$ cat src/dea_map.vh
// Purpose: constants for the data nonvolatile access sequencer
// Assumes: byte-wide special function register bus of the core
// Notes:   definitions only
`ifndef DEA_MAP_VH
`define DEA_MAP_VH
// ****************************************
// register addresses
// ****************************************
`define DEA_CTRL_ADDR     8'h40
`define DEA_CTRL_BANK     8'h01
`define DEA_ADDR_ADDR     8'h20
`define DEA_DATA_ADDR     8'h21
// ****************************************
// control bit positions and register reset values
// ****************************************
`define DEA_BIT_RD        0
`define DEA_BIT_RD_ENABLE 1
`define DEA_BIT_WR        2
`define DEA_BIT_WR_ENABLE 3
`define DEA_CTRL_RST      4'h0
`define DEA_ADDR_RST      5'h00
`define DEA_DATA_RST      8'h00
// ****************************************
// timing
// ****************************************
`define DEA_CLK_HZ        20000000
`define DEA_RD_CYC        8'h04
`define DEA_WR_NS         2000000
`define DEA_WR_CYC        ((`DEA_WR_NS / 1000) * (`DEA_CLK_HZ / 1000000))
`endif

$ cat src/dea_seq.v
// Purpose: byte read/write sequencer for the 32 x 8 data nonvolatile memory
// Assumes: core bus: sfr_addr/sfr_wr, bank_pointer, indirect via pointer
// Notes:   array model stands in for the cell array; write time is a parameter
//          control writes while busy are dropped, never queued
//
// Operation
// - sleep during access fails the access
// - no address auto-increment on reads
// - control reachable only when bank is one
// - control at 040H, bank 01H, indirect access
// - read start needs read enable set
// - read start launches read at address
// - write start ignored without write enable
// - hardware clears write start when done
// - write end sets done flag, cleared serviced
// - five address bits, upper three read zero
`timescale 1ns/1ns
`include "dea_map.vh"
module dea_seq #(
    parameter WR_CYC = `DEA_WR_CYC
) (
    input  wire       clk,
    input  wire       rst_b,
    input  wire [7:0] sfr_addr,
    input  wire       sfr_indirect,
    input  wire [7:0] bank_pointer,
    input  wire       sfr_wr,
    input  wire [7:0] sfr_wdata,
    input  wire       low_power_req,
    input  wire       irq_serviced,
    output reg  [7:0] sfr_rdata,
    output reg        nv_write_done_flag,
    output reg        nv_busy
);
    // ****************************************
    // state and storage
    // ****************************************
    localparam ST_IDLE = 2'd0;
    localparam ST_RD   = 2'd1;
    localparam ST_WR   = 2'd2;

    reg [1:0]  st_q;
    reg [1:0]  st_d;
    reg [4:0]  nv_address_reg_q;
    reg [4:0]  nv_address_reg_d;
    reg [7:0]  nv_data_reg_q;
    reg [7:0]  nv_data_reg_d;
    reg [3:0]  nv_control_q;
    reg [3:0]  nv_control_d;
    reg [31:0] cnt_q;
    reg [31:0] cnt_d;
    reg        done_d;
    reg        busy_d;
    reg [7:0]  cells [0:31];
    reg [7:0]  rdata_d;

    // unrestricted decode would let bank 0 reach control
    wire ctrl_hit = sfr_indirect && (sfr_addr == `DEA_CTRL_ADDR)
                    && (bank_pointer == `DEA_CTRL_BANK);
    wire addr_hit = !sfr_indirect && (sfr_addr == `DEA_ADDR_ADDR);
    wire data_hit = !sfr_indirect && (sfr_addr == `DEA_DATA_ADDR);
    wire [3:0] cw = sfr_wdata[3:0];

    // ****************************************
    // launch and end events
    // ****************************************
    // a write counts WR_CYC edges from its launch edge
    localparam [31:0] WR_LAST = WR_CYC - 1;
    localparam [31:0] RD_LAST = {24'h0, `DEA_RD_CYC};

    wire       idle_w   = (st_q == ST_IDLE);
    // busy drops control writes; keeps the sequencer single-issue
    wire       ctrl_wr  = sfr_wr && ctrl_hit && idle_w;
    // enable must already be set
    wire       wr_go    = ctrl_wr && cw[`DEA_BIT_WR] && nv_control_q[`DEA_BIT_WR_ENABLE];
    wire       rd_go    = ctrl_wr && cw[`DEA_BIT_RD] && nv_control_q[`DEA_BIT_RD_ENABLE]
                          && !wr_go;
    wire       abort_w  = !idle_w && low_power_req;
    wire       rd_end   = (st_q == ST_RD) && !low_power_req && (cnt_q == RD_LAST);
    wire       wr_end   = (st_q == ST_WR) && !low_power_req && (cnt_q == WR_LAST);
    wire [7:0] cell_rd  = cells[nv_address_reg_q];

    // ****************************************
    // register reads
    // ****************************************
    always @* begin
        rdata_d = 8'h00;
        if (ctrl_hit) begin
            rdata_d = {4'h0, nv_control_q};
        end else if (addr_hit) begin
            rdata_d = {3'h0, nv_address_reg_q};
        end else if (data_hit) begin
            rdata_d = nv_data_reg_q;
        end
    end

    // ****************************************
    // sequencer next state
    // ****************************************
    always @* begin
        st_d         = st_q;
        nv_control_d = nv_control_q;
        cnt_d        = cnt_q;
        busy_d       = nv_busy;
        case (st_q)
            ST_IDLE: begin
                if (ctrl_wr) begin
                    nv_control_d[`DEA_BIT_WR_ENABLE] = cw[`DEA_BIT_WR_ENABLE];
                    nv_control_d[`DEA_BIT_RD_ENABLE] = cw[`DEA_BIT_RD_ENABLE];
                    cnt_d = 32'h0;
                end
                if (wr_go) begin
                    nv_control_d[`DEA_BIT_WR] = 1'b1;
                    busy_d = 1'b1;
                    st_d = ST_WR;
                end else if (rd_go) begin
                    nv_control_d[`DEA_BIT_RD] = 1'b1;
                    busy_d = 1'b1;
                    st_d = ST_RD;
                end
            end
            ST_RD: begin
                cnt_d = cnt_q + 32'h1;
                // address not advanced after a read
                if (abort_w || rd_end) begin
                    nv_control_d[`DEA_BIT_RD] = 1'b0;
                    busy_d = 1'b0;
                    st_d = ST_IDLE;
                end
            end
            ST_WR: begin
                cnt_d = cnt_q + 32'h1;
                if (abort_w || wr_end) begin
                    nv_control_d[`DEA_BIT_WR] = 1'b0;
                    busy_d = 1'b0;
                    st_d = ST_IDLE;
                end
            end
            default: begin
                st_d = ST_IDLE;
            end
        endcase
    end

    // ****************************************
    // data, address and done flag
    // ****************************************
    always @* begin
        nv_address_reg_d = nv_address_reg_q;
        if (sfr_wr && addr_hit) begin
            nv_address_reg_d = sfr_wdata[4:0];
        end
    end

    always @* begin
        nv_data_reg_d = nv_data_reg_q;
        if (sfr_wr && data_hit) begin
            nv_data_reg_d = sfr_wdata;
        end
        if (abort_w && (st_q == ST_RD)) begin
            // aborted read leaves data invalid
            nv_data_reg_d = 8'h00;
        end else if (rd_end) begin
            nv_data_reg_d = cell_rd;
        end
    end

    // set beats service clear in the same cycle
    always @* begin
        done_d = nv_write_done_flag;
        if (irq_serviced) begin
            done_d = 1'b0;
        end
        if (wr_end) begin
            done_d = 1'b1;
        end
    end

    // ****************************************
    // registers
    // ****************************************
    always @(posedge clk or negedge rst_b) begin
        if (!rst_b) begin
            st_q <= ST_IDLE;
            nv_control_q <= `DEA_CTRL_RST;
            cnt_q <= 32'h0;
            nv_busy <= 1'b0;
        end else begin
            st_q <= st_d;
            nv_control_q <= nv_control_d;
            cnt_q <= cnt_d;
            nv_busy <= busy_d;
        end
    end

    // software-visible registers, one cycle read latency
    always @(posedge clk or negedge rst_b) begin
        if (!rst_b) begin
            nv_address_reg_q <= `DEA_ADDR_RST;
            nv_data_reg_q <= `DEA_DATA_RST;
            nv_write_done_flag <= 1'b0;
            sfr_rdata <= 8'h00;
        end else begin
            nv_address_reg_q <= nv_address_reg_d;
            nv_data_reg_q <= nv_data_reg_d;
            nv_write_done_flag <= done_d;
            sfr_rdata <= rdata_d;
        end
    end

    // cell array has no reset, like the real memory
    // cell untouched on abort, no done flag
    always @(posedge clk) begin
        if (wr_end) begin
            cells[nv_address_reg_q] <= nv_data_reg_q;
        end
    end
endmodule

$ cat config.mk
export PLATFORM = sky130hd
export DESIGN_NAME = dea_seq
export DESIGN_NICKNAME = d
export VERILOG_FILES = /design/src/dea_seq.v
export VERILOG_INCLUDE_DIRS = /design/src
export SDC_FILE = /design/constraint.sdc
export NUM_CORES = 1
export LEC_CHECK = 0
export BUFFER_PORTS_ARGS = -buffer_cell sky130_fd_sc_hd__buf_2
export CORE_ASPECT_RATIO = 0.9
export CORE_MARGIN = 2
export CORE_UTILIZATION = 45
export CTS_BUF_LIST = sky130_fd_sc_hd__clkbuf_8
export CTS_CLUSTER_DIAMETER = 50
export DETAILED_ROUTE_END_ITERATION = 10
export PLACE_DENSITY = 0.69
export SYNTH_ARGS = -nofsm -noshare
export SYNTH_HDL_FRONTEND = slang
export SYNTH_SLANG_ARGS = --single-unit
$ cat constraint.sdc
create_clock -name clk -period 2.5 [get_ports clk]
set_input_delay 0.25 -clock clk [delete_from_list [all_inputs] [get_ports clk]]
set_output_delay 0.25 -clock clk [all_outputs]
set_load 0.005 [all_outputs]
Yosys cells after proc, flatten, opt, wreduce, memory -nomap -nowiden:

Memory sizes are Yosys's and may differ from the RTL's.
Index checks and enable logic that the tools add are counted.

* bits in registers: 61
* RAM bits: 256
* bits of input ports: 30
* output and inout bits: 10
* logic and storage cells: 92
* memories kept: 1

Memories
* cells: depth 32, bits a word 8, read ports 1, clocked after Yosys merged registers in 0, wr ports 1, RTL line dea_seq.v:54 `reg [7:0] cells [0:31];`

* add/subtract/negate cells: 1
* equality and inequality tests: 15
* multiplexer cells: 26
* reduce and logical (&&, ||, !) cells: 39

Operators by type and width (count)
* 32-bit case mux with 2 select lines: 1
* 8-bit two-way mux: 6
* 32-bit by 1-bit adder with 32-bit output, second input constant: 1
* 32-bit by 16-bit == test with 1-bit output, second input constant: 1
* 32-bit by 3-bit == test with 1-bit output, second input constant: 1
* 32-bit two-way mux: 1
* 1-bit logical AND: 19
* 8-bit by 6-bit == test with 1-bit output, second input constant: 2
* 1-bit two-way mux: 10
* 2-bit by 1-bit != test with 1-bit output, second input constant: 5
* 8-bit by 1-bit == test with 1-bit output, second input constant: 1
* 8-bit by 7-bit == test with 1-bit output, second input constant: 1
* 2-bit two-way mux: 4
* 4-bit AND reduction: 2
* 2-bit nonzero test: 4
* 2-bit case mux with 3 select lines: 1
* 3-bit AND reduction: 2
* 3-bit nonzero test: 2
* 1-bit zero test: 4
* 1-bit case mux with 2 select lines: 2
* 2-bit AND reduction: 2
* 3-bit by 1-bit != test with 1-bit output, second input constant: 1
* 1-bit case mux with 3 select lines: 1
* 2-bit by 1-bit == test with 1-bit output, second input constant: 1
* other kinds (5): 6

Logic depth before layout (Yosys ltp):

Gate-level depths: netlist (run 1).

* word-level depth: 12
* gate-level depth with buffers: 8
* depth with buffers taken out: 7

Least setup slack after synthesis (run 1):

No wires, ideal clock.

* kind: register to register
* start: register cnt_q[24]
* end: memory cells[0][0] (enable)
* setup time: 0.370 ns
* arrival: 2.306 ns
* data required time: 2.130 ns
* path slack: -0.176 ns
* cell stages (with the launch flop): 7
* buffers on the path: 1
* clock period less this slack: 2.676 ns
* path through: dfrtp_1 > nor4_1 > nand4_1 > or4_1 > or3_1 > clkbuf_1 > nor2_1

* longest elaborated chain between the ends: 4

Ends and longest elaborated chain
* start: declaration: RTL line dea_seq.v:50 `reg [31:0] cnt_q;`
* start signal: assignment: RTL line dea_seq.v:191 `cnt_q <= cnt_d;`
* 32-bit by 16-bit == test with 1-bit output: RTL line dea_seq.v:80 `wire wr_end = (st_q == ST_WR) && !low_power_req && (cnt_q == WR_LAST);`
* 1-bit logical AND: RTL line dea_seq.v:80
* 1-bit two-way mux: RTL line dea_seq.v:214 `if (wr_end) begin`
* 1-bit two-way mux (implied by the code): RTL line dea_seq.v:215 `cells[nv_address_reg_q] <= nv_data_reg_q;`
* end: declaration: RTL line dea_seq.v:54

No other way between the ends.

Worst setup path after layout (run 1):

* start: register cnt_q[25]
* end: memory cells[24][0] (enable)

Same word-level chain as after synthesis.

==> results.toml, run 1 <==
[placed_design]
globalplace.congestion = 0.8667
dp_hpwl_um = 20390
portBuffers = 39
pre_cts_ws_ps = -135.3

[worst_hold_path]
hold_path_startpoint = "sfr_wdata[7]"
hold_path_end = "nv_data_reg_q[7]"
holdCritPathClass = "in -> reg"
whs_path_depth = 3

[setup_path]
crit_fanout = 8
critPathBufInv = 1
worstReg2RegEnd = "cells[24][0]"
worst_path_max_delay_cell = "or4_4"
reg2regPathDepth = 6
setup.worst_path.end_class = "flip-flop"
cp-start-kind = "flip-flop"
reg2reg_from = "cnt_q[25]"
crit_chain = "nor4_2 > nand4_1 > or4_4 > or3_4 > buf_12 > nor2_4"
critPathMaxStageDelay_ps = 580
worstPathArrival_ps = 2810
cp_top_family = "simple AND/OR/NAND/NOR gates"
path_class = "reg -> reg"
ff2ff_setup_slack_ps = -80
critical_path_required_ps = 2740

[yosys]
yosysSeqAreaShare_pct = 69.83
synth_area_sq_um = 13190
ys_warn_count = 0
syn_area_per_cell_sq_um = 16.41
synth_area_leaders = "edfxtp_1 (58%), dfrtp_1 (12%), mux4_2 (11%), or4_1 (1.4%), o22ai_1 (1.4%)"
synth_edf_count = 256
ys_ff_latch = 317
synth.distinct_cells = 53
synthesis.nets = 840
yosysTopAreaCellShare_pct = 58.26
synth_top_cell_by_area = "edfxtp_1"
synth_ff_type = "edfxtp_1"
async_reset_ff_share_pct = 19.24
synthCells = 804

[floorplanning]
dieHeight_um = 166.4
ios = 40
row_count = 59
core_area_sq_um = 28860
start_util_pct = 45.71
die_w_um = 184.5
dieArea_sq_um = 30710

[timing]
setup_violations = 64
rsz0062_at_grt = "true"
worst_clock_skew_ps = 41.98
maxSlewHeadroom_pct = 54.45
fmax_mhz = 388.3
timing.final.ws_setup_ps = -75.11
tightestPinTransition_ps = 683.2
hold_violations = 0
slew_viol_final = 0
min_period_ps = 2575
fin_crit_sh_pct = 103.0

[drt]
wl_met3_um = 2449
avgViaCountPerCell = 5.775
firstDrtPassIters = 5
top_layer = "met5"
wl_met2_um = 14360
wl_per_cell_um = 22.00
wl_met1_um = 13550
vias = 8125
drt_first_iter_violations = 884
routed_wl_um = 30960
drc = 0
ant_nets = 0

[clock_tree]
clk_pin_slew_ps = 60
clock_path_buffers = 3
root_buffer = "clkbuf_8"
cts_sinks = 317
cts_buffers = 51
cts_tree = "built"
clk_latency_ps = 590
cts-htree-levels = 2

[global_routing]
grt_pass1_vias = 8021
grt_max_degree = 63
antenna_found_initial = 1
grt_pass1_wl_um = 47370
overflow = 0
grt_use_total_pct = 20.55

[power_and_ir_drop]
ir_drop_v = 0.0003406
p_leak_nw = 5.908
power_density_nw_per_um2 = 641.2

[cells_and_area]
final_cell_mix = "edfxtp_1 (256), buf_4 (94), mux4_2 (64), dfrtp_1 (59), clkbuf_8 (56)"
n_fill_cell = 2218
final_common_cell = "edfxtp_1"
post-route-util_pct = 55.23
syn_to_final_growth_pct = 20.82
nNetsFinal = 1009
diodes = 0
drive_above_1_share_pct = 33.04

[run_status]
status = "complete, but fails checks"
violations = "setup timing"

[run]
maxCapViolCount = 0
## layout make-up
cell class | count | area, sq um | share of cell area [%]
flip-flops and latches | 317 | 9219 | 57.83
clock buffers | 56 | 770.7 | 4.835
multi-input cells | 426 | 3902 | 24.48
repair buffers | 163 | 1300 | 8.155
clock inverters | 35 | 201.4 | 1.264
inverters | 14 | 52.55 | 0.3296
well taps | 396 | 495.5 | 3.108
## state kept, by name (all words and copies together), names as in the netlist
| name | cells |
|---|---|
| nv_busy | 1 |
| nv_write_done_flag | 1 |
| nv_data_reg_q | 8 |
| nv_address_reg_q | 5 |
| sfr_rdata | 8 |
| cnt_q | 32 |
| cells | 256 |
| nv_control_q | 4 |
| st_q | 2 |
## logic make-up (layout without fill, tap and decap cells)
kind of cell               after synthesis  after routing  share of synthesized area, %
AOI/OAI and AO/OA                      124            124                         6.088
buffers and inverters                   61            268                         1.859
and+or+nand+nor                        212            212                         9.142
adders and majority gates                6              6                        0.5690
DFF                                    317            317                         69.83
muxes                                   84             84                         12.51
## where the power goes
group          internal (mW)  switching (mW)  total [mW]
registers               5.68          0.0234        5.70
logic                  0.120           0.155       0.275
clock network           2.26            1.98        4.24
## worst max-delay path by stage
| stage | slack (ps) | cells past startpoint | startpoint | endpoint |
|---|---|---|---|---|
| CTS | -90 | 6 | cnt_q[26] | cells[24][3] |
| global placement | -100 | 6 | cnt_q[25] | cells[12][1] |
| floorplan | 20 | 6 | cnt_q[24] | cells[16][0] |
| detailed placement | -140 | 6 | cnt_q[24] | cells[24][3] |
| global route | -150 | 6 | cnt_q[25] | cells[24][0] |
| finish | -80 | 6 | cnt_q[25] | cells[24][0] |
## cells in the mapped netlist (8+ instances only)
master and instances:
a21oi_1 30, or3_1 9, nand2_1 32, dfrtp_1 61
and2_1 8, nor4_1 15, and3_1 15, edfxtp_1 256
nor2_1 46, or4_1 25, nand3_1 14, clkbuf_1 37
nand4_1 14, o21ai_0 15, inv_1 14, a211oi_1 8
mux4_2 64, o31ai_1 24, mux2i_1 13, o22ai_1 29
## stage by stage
| stage | instances | area (sq um) | power, mW | hold slack (ps) | TNS (ps) |
|---|---|---|---|---|---|
| after floorplan | 804 | 13260 | 5.931 | -45.59 | 0 |
| after global placement | 1305 | 14710 | 6.070 | 274.3 | -5699 |
| after detailed placement | 1305 | 14710 | 6.075 | 272.4 | -7803 |
| after CTS | 1403 | 15770 | 10.30 | 14.90 | -3209 |
| after global routing | 1407 | 15940 | 10.55 | 21.26 | -8387 |
| final | 1407 | 15940 | 10.22 | 29.87 | -3828 |
## layer usage
metal | global-route usage, % | up-vias
li1 | - | 3637
met1 | 29.93 | 4134
met2 | 31.19 | 300
met3 | 4.855 | 52
met4 | 5.809 | 2
met5 | 0 | -
## tightest hold or removal path, cell delays in order
cell      delay (ps)
buf_2            120
mux2i_1          120
a211oi_1          90
## what timing repair did
item	4_1_cts	5_1_grt
hold endpoints to repair	28	0
pin swaps	6	7
hold buffers	7	0
resized for setup	5	37
buffers inserted	0	4
setup endpoints to repair	92	258
(Power assumes the default switching activity.)
==> run 2, diff against run 1 <==
CORE_UTILIZATION = 50   (was 45)
PLACE_DENSITY = 0.75   (was 0.69)
==> results.toml, run 2 (synthesis gave the netlist of run 1 again) <==
[run_status]
status = "finished, final reports clean"

[floorplanning]
dieArea_sq_um = 27700
core_area_sq_um = 25990
dieHeight_um = 158.1
die_w_um = 175.2
start_util_pct = 50.76
row_count = 56
ios = 40

[setup_path]
startpoint = "cnt_q[23]"
crit_chain = "nor4_4 > nand4_1 > or4_4 > or3_4 > buf_12 > nor2_4"
critical_path.endpoint = "cells[8][3]"
crit_fanout = 8
worstReg2RegEnd = "cells[8][3]"
reg2regPathDepth = 6
worstPathArrival_ps = 2730
path_class = "reg -> reg"
setup.worst_path.end_class = "flip-flop"
ff2ff_setup_slack_ps = 0.6
critPathMaxStageDelay_ps = 550
reg2reg_from = "cnt_q[23]"
worst_path_max_delay_cell = "or4_4"
critical_path_required_ps = 2730
cp-start-kind = "flip-flop"

[cells_and_area]
final_cell_mix = "edfxtp_1 (256), buf_4 (103), mux4_2 (64), dfrtp_1 (59), clkbuf_8 (52)"
final_common_cell = "edfxtp_1"
n_fill_cell = 1859
largest_reg_flops = 256
drive_above_1_share_pct = 32.17
largestRegisters = "cells (256), cnt_q (32)"
diodes = 0
nNetsFinal = 1002
largest-register = "cells"
syn_to_final_growth_pct = 19.28
final_cell_area_sq_um = 15740

[global_routing]
grt_pass1_wl_um = 47420
grt_use_total_pct = 22.92
grt_pass1_vias = 8183
antenna_found_initial = 0
grt_max_degree = 63
overflow = 0

[timing]
tightestPinTransition_ps = 1284
hold_violations = 0
setup_violations = 0
maxSlewHeadroom_pct = 14.40
min_period_ps = 2499
worst_clock_skew_ps = 16.00
timing.final.ws_setup_ps = 0.6470
rsz0062_at_grt = "true"
fmax_mhz = 400.1
fin_crit_sh_pct = 99.97
slew_viol_final = 0

[drt]
vias = 8203
drt_first_iter_violations = 966
ant_nets = 0
wl_per_cell_um = 22.83
drc = 0
routed_wl_um = 30860
firstDrtPassIters = 5
avgViaCountPerCell = 6.067

[placed_design]
pre_cts_ws_ps = -117.3
placed_cell_area_sq_um = 14640
dp_hpwl_um = 20760
portBuffers = 39
globalplace.congestion = 0.8797

[power_and_ir_drop]
ir_drop_v = 0.0004036
seqPwrFrac_pct = 56.4
p_leak_nw = 5.845
clockPowerShare_pct = 41.1
power.share.switching_pct = 20.68
p_comb_share_pct = 2.5
internal_power_mw = 8.029
p_total_mw = 10.12
power_density_nw_per_um2 = 643.2
p_sw_mw = 2.093

[run]
maxCapViolCount = 0

[clock_tree]
clk_latency_ps = 560
cts_tree = "built"
clk_pin_slew_ps = 60
cts_sinks = 317
clock_path_buffers = 3
cts-htree-levels = 2
cts_buffers = 49
root_buffer = "clkbuf_8"

[worst_hold_path]
holdCritPathClass = "in -> reg"
## run 2: cell types whose count changed in the layout (fill, tap and decap cells not counted), moves of 2 or more
cell,previous run,this run
buf_4,94,103
buf_6,15,3
clkbuf_8,56,52
clkinv_1,9,13
clkinv_2,6,8
clkinvlp_4,0,2
dlygate4sd3_1,7,5
inv_1,30,25
inv_6,2,0
nor2_1,23,31
nor2_2,12,7
nor2_4,11,8
## run 2: worst min-delay path by stage
stage / startpoint / end / slack (ps) / depth (start not counted)
after floorplan: rst_b / cnt_q[0] / -50 / 0
after global placement: rst_b / sfr_rdata[3] / 310 / 1
after detailed placement: rst_b / nv_control_q[1] / 320 / 1
after CTS: sfr_wdata[1] / nv_control_q[1] / 7 / 3
after global routing: sfr_wdata[1] / nv_control_q[1] / 10 / 3
final: sfr_wdata[1] / nv_address_reg_q[1] / 40 / 2
## run 2: through the flow
stage	hold slack [ps]	TNS (ps)	std cells	utilization (%)
after global placement	313.8	-3695	1256	56.31
after CTS	6.576	-77.12	1349	60.23
after detailed placement	324.0	-6456	1256	56.31
after global routing	14.16	-3932	1352	60.54
after floorplan	-45.59	0	804	-
final	39.30	0	1352	60.54
## run 2: critical path, delay by kind of cell (launching register included)
family	cells	cell delay [ps]
buffers and inverters	1	170
DFF	1	410
and+or+nand+nor	5	1580
## run 2: power by group through the flow
stage | logic, mW | clock network (mW) | registers (mW)
after floorplan | 0.124 | 0 | 5.81
after global routing | 0.275 | 4.44 | 5.71
after CTS | 0.257 | 4.23 | 5.71
after detailed placement | 0.250 | 0 | 5.82
after global placement | 0.246 | 0 | 5.82
final | 0.256 | 4.16 | 5.71
## run 2: what timing repair did
action	CTS	global route
hold endpoints to repair	29	1
gates resized for setup	5	15
pin swaps	5	5
hold buffers	4	1
setup buffers	0	2
setup endpoints to repair	64	254
## run 2: metal layers
metal | share of wire (%) | wire length (um) | track usage [%] | up-vias
met3 | 8.0 | 2476 | 4.827 | 56
met4 | 2.0 | 629 | 6.984 | 0
met5 | 0 | 0 | 0 | -
met2 | 49 | 15260 | 38.15 | 383
li1 | - | - | - | 3607
met1 | 40 | 12500 | 30.71 | 4157
## run 2: layout make-up
class,instances,area (sq um),share of cell area (%)
clock buffer,52,715.7,4.548
clock inverter,37,235.2,1.495
inverter,14,52.55,0.3339
multi-input combinational,426,3867,24.57
sequential,317,9219,58.58
tap,348,435.4,2.767
timing repair buffer,158,1212,7.704
==> run 3, diff against run 2 <==
MAX_ROUTING_LAYER = met4   (was not set)
SETUP_SLACK_MARGIN = 0.5   (was not set)
==> results.toml, run 3 (synthesis gave the netlist of run 1 again) <==
[run_status]
status = "complete, but fails checks"
violations = "setup timing"

[global_routing]
grt_pass1_vias = 8239
grt_pass1_wl_um = 47040
antenna_found_initial = 0
grt_max_degree = 63
grt_use_total_pct = 23.31
overflow = 0

[clock_tree]
clock_path_buffers = 3
cts-htree-levels = 2
cts_sinks = 317
root_buffer = "clkbuf_8"
clk_pin_slew_ps = 70
cts_buffers = 49
clk_latency_ps = 600
cts_tree = "built"

[floorplanning]
start_util_pct = 50.76
dieArea_sq_um = 27700
die_w_um = 175.2
core_area_sq_um = 25990
ios = 40
row_count = 56
dieHeight_um = 158.1

[run]
maxCapViolCount = 0

[timing]
worst_clock_skew_ps = 45.02
slew_viol_final = 0
timing.final.ws_setup_ps = -55.46
hold_violations = 0
maxSlewHeadroom_pct = 18.83
tightestPinTransition_ps = 1218
fmax_mhz = 391.3
fin_crit_sh_pct = 102.2
min_period_ps = 2555
setup_violations = 62
rsz0062_at_grt = "true"

[setup_path]
path_class = "reg -> reg"
startpoint = "st_q[0]"
setup.worst_path.end_class = "flip-flop"
reg2reg_from = "st_q[0]"
critical_path.endpoint = "cells[4][2]"
worstReg2RegEnd = "cells[4][2]"
cp-start-kind = "flip-flop"
worstPathArrival_ps = 2820
crit_fanout = 8
critical_path_required_ps = 2770
reg2regPathDepth = 7
ff2ff_setup_slack_ps = -60

[cells_and_area]
final_cell_mix = "edfxtp_1 (256), buf_4 (96), mux4_2 (64), dfrtp_1 (59), clkbuf_8 (55)"
diodes = 0
syn_to_final_growth_pct = 20.03
largest_reg_flops = 256
largest-register = "cells"
multi_input_area_sq_um = 3940
nNetsFinal = 1006
seq_area_sq_um = 9221
stdcell_count = 1358
largestRegisters = "cells (256), cnt_q (32)"
n_fill_cell = 1864
drive_above_1_share_pct = 32.48
final_common_cell = "edfxtp_1"

[placed_design]
dp_hpwl_um = 19600
dp_cells = 1252
portBuffers = 39
globalplace.congestion = 0.9290
pre_cts_ws_ps = -231.0

[worst_hold_path]
holdCritPathClass = "in -> reg"

[power_and_ir_drop]
ir_drop_v = 0.0005602
power_density_nw_per_um2 = 640.4
p_leak_nw = 5.883

[drt]
drt_first_iter_violations = 810
drc = 0
routed_wl_um = 31000
ant_nets = 0
firstDrtPassIters = 5
avgViaCountPerCell = 6.044
vias = 8208
wl_per_cell_um = 22.83
-- run 3: timing repair --
item,CTS,global route
hold buffers,8,0
gates cloned,0,1
resized for setup,26,13
buffers inserted,1,5
pin swaps,9,3
endpoints found under the hold margin,72,0
endpoints found under the setup margin,291,297
-- run 3: critical path: stages (launching register included) --
cell,delay (ps)
dfrtp_1,430
inv_1,110
ha_2,220
nand3_1,110
or4_4,580
or3_4,360
buf_4,200
nor2_4,230
-- run 3: layout make-up --
class	count	area share (%)
clock buffers	55	4.780
inverters	14	0.3318
clock inverters	36	1.217
multi-input cells	427	24.88
well taps	348	2.749
repair buffers	161	7.814
flip-flops and latches	317	58.23
-- run 3: worst min path at each step --
stage	start	end	slack (ps)	cells after the start
2_1_floorplan	rst_b	cnt_q[0]	-50	0
3_3_place_gp	irq_serviced	nv_write_done_flag	450	2
3_5_place_dp	rst_b	nv_write_done_flag	460	2
4_1_cts	sfr_wdata[6]	nv_data_reg_q[6]	2	3
5_1_grt	sfr_wdata[6]	nv_data_reg_q[6]	20	3
6_report	sfr_wdata[5]	nv_data_reg_q[5]	20	3
-- run 3: metrics by stage --
step / instance area (sq um) / total power, mW / setup TNS (ps) / hold slack, ps / util [%]
floorplan: 13260 / 5.931 / 0 / -45.59 / -
CTS: 15730 / 10.21 / -1113 / 2.032 / 60.49
detailed placement: 14560 / 6.062 / -23820 / 462.1 / 56.00
global route: 15840 / 10.46 / -12930 / 20.57 / 60.92
global placement: 14560 / 6.054 / -22800 / 445.1 / 56.00
finish: 15840 / 10.14 / -1834 / 20.33 / 60.92
-- run 3: metal layers --
layer	wire, um	vias to the layer above	share of wire (%)	global-route usage [%]
met4	859	0	2.8	8.849
met2	15040	347	48	37.10
met1	12850	4162	41	30.77
met3	2259	69	7.3	3.626
li1	-	3630	-	-
met5	0	-	0	-
-- run 3: report_power, final --
group,internal (mW),switching [mW]
Combinational,0.123,0.147
Sequential,5.68,0.0320
Clock,2.14,2.02
Total,7.94,2.20
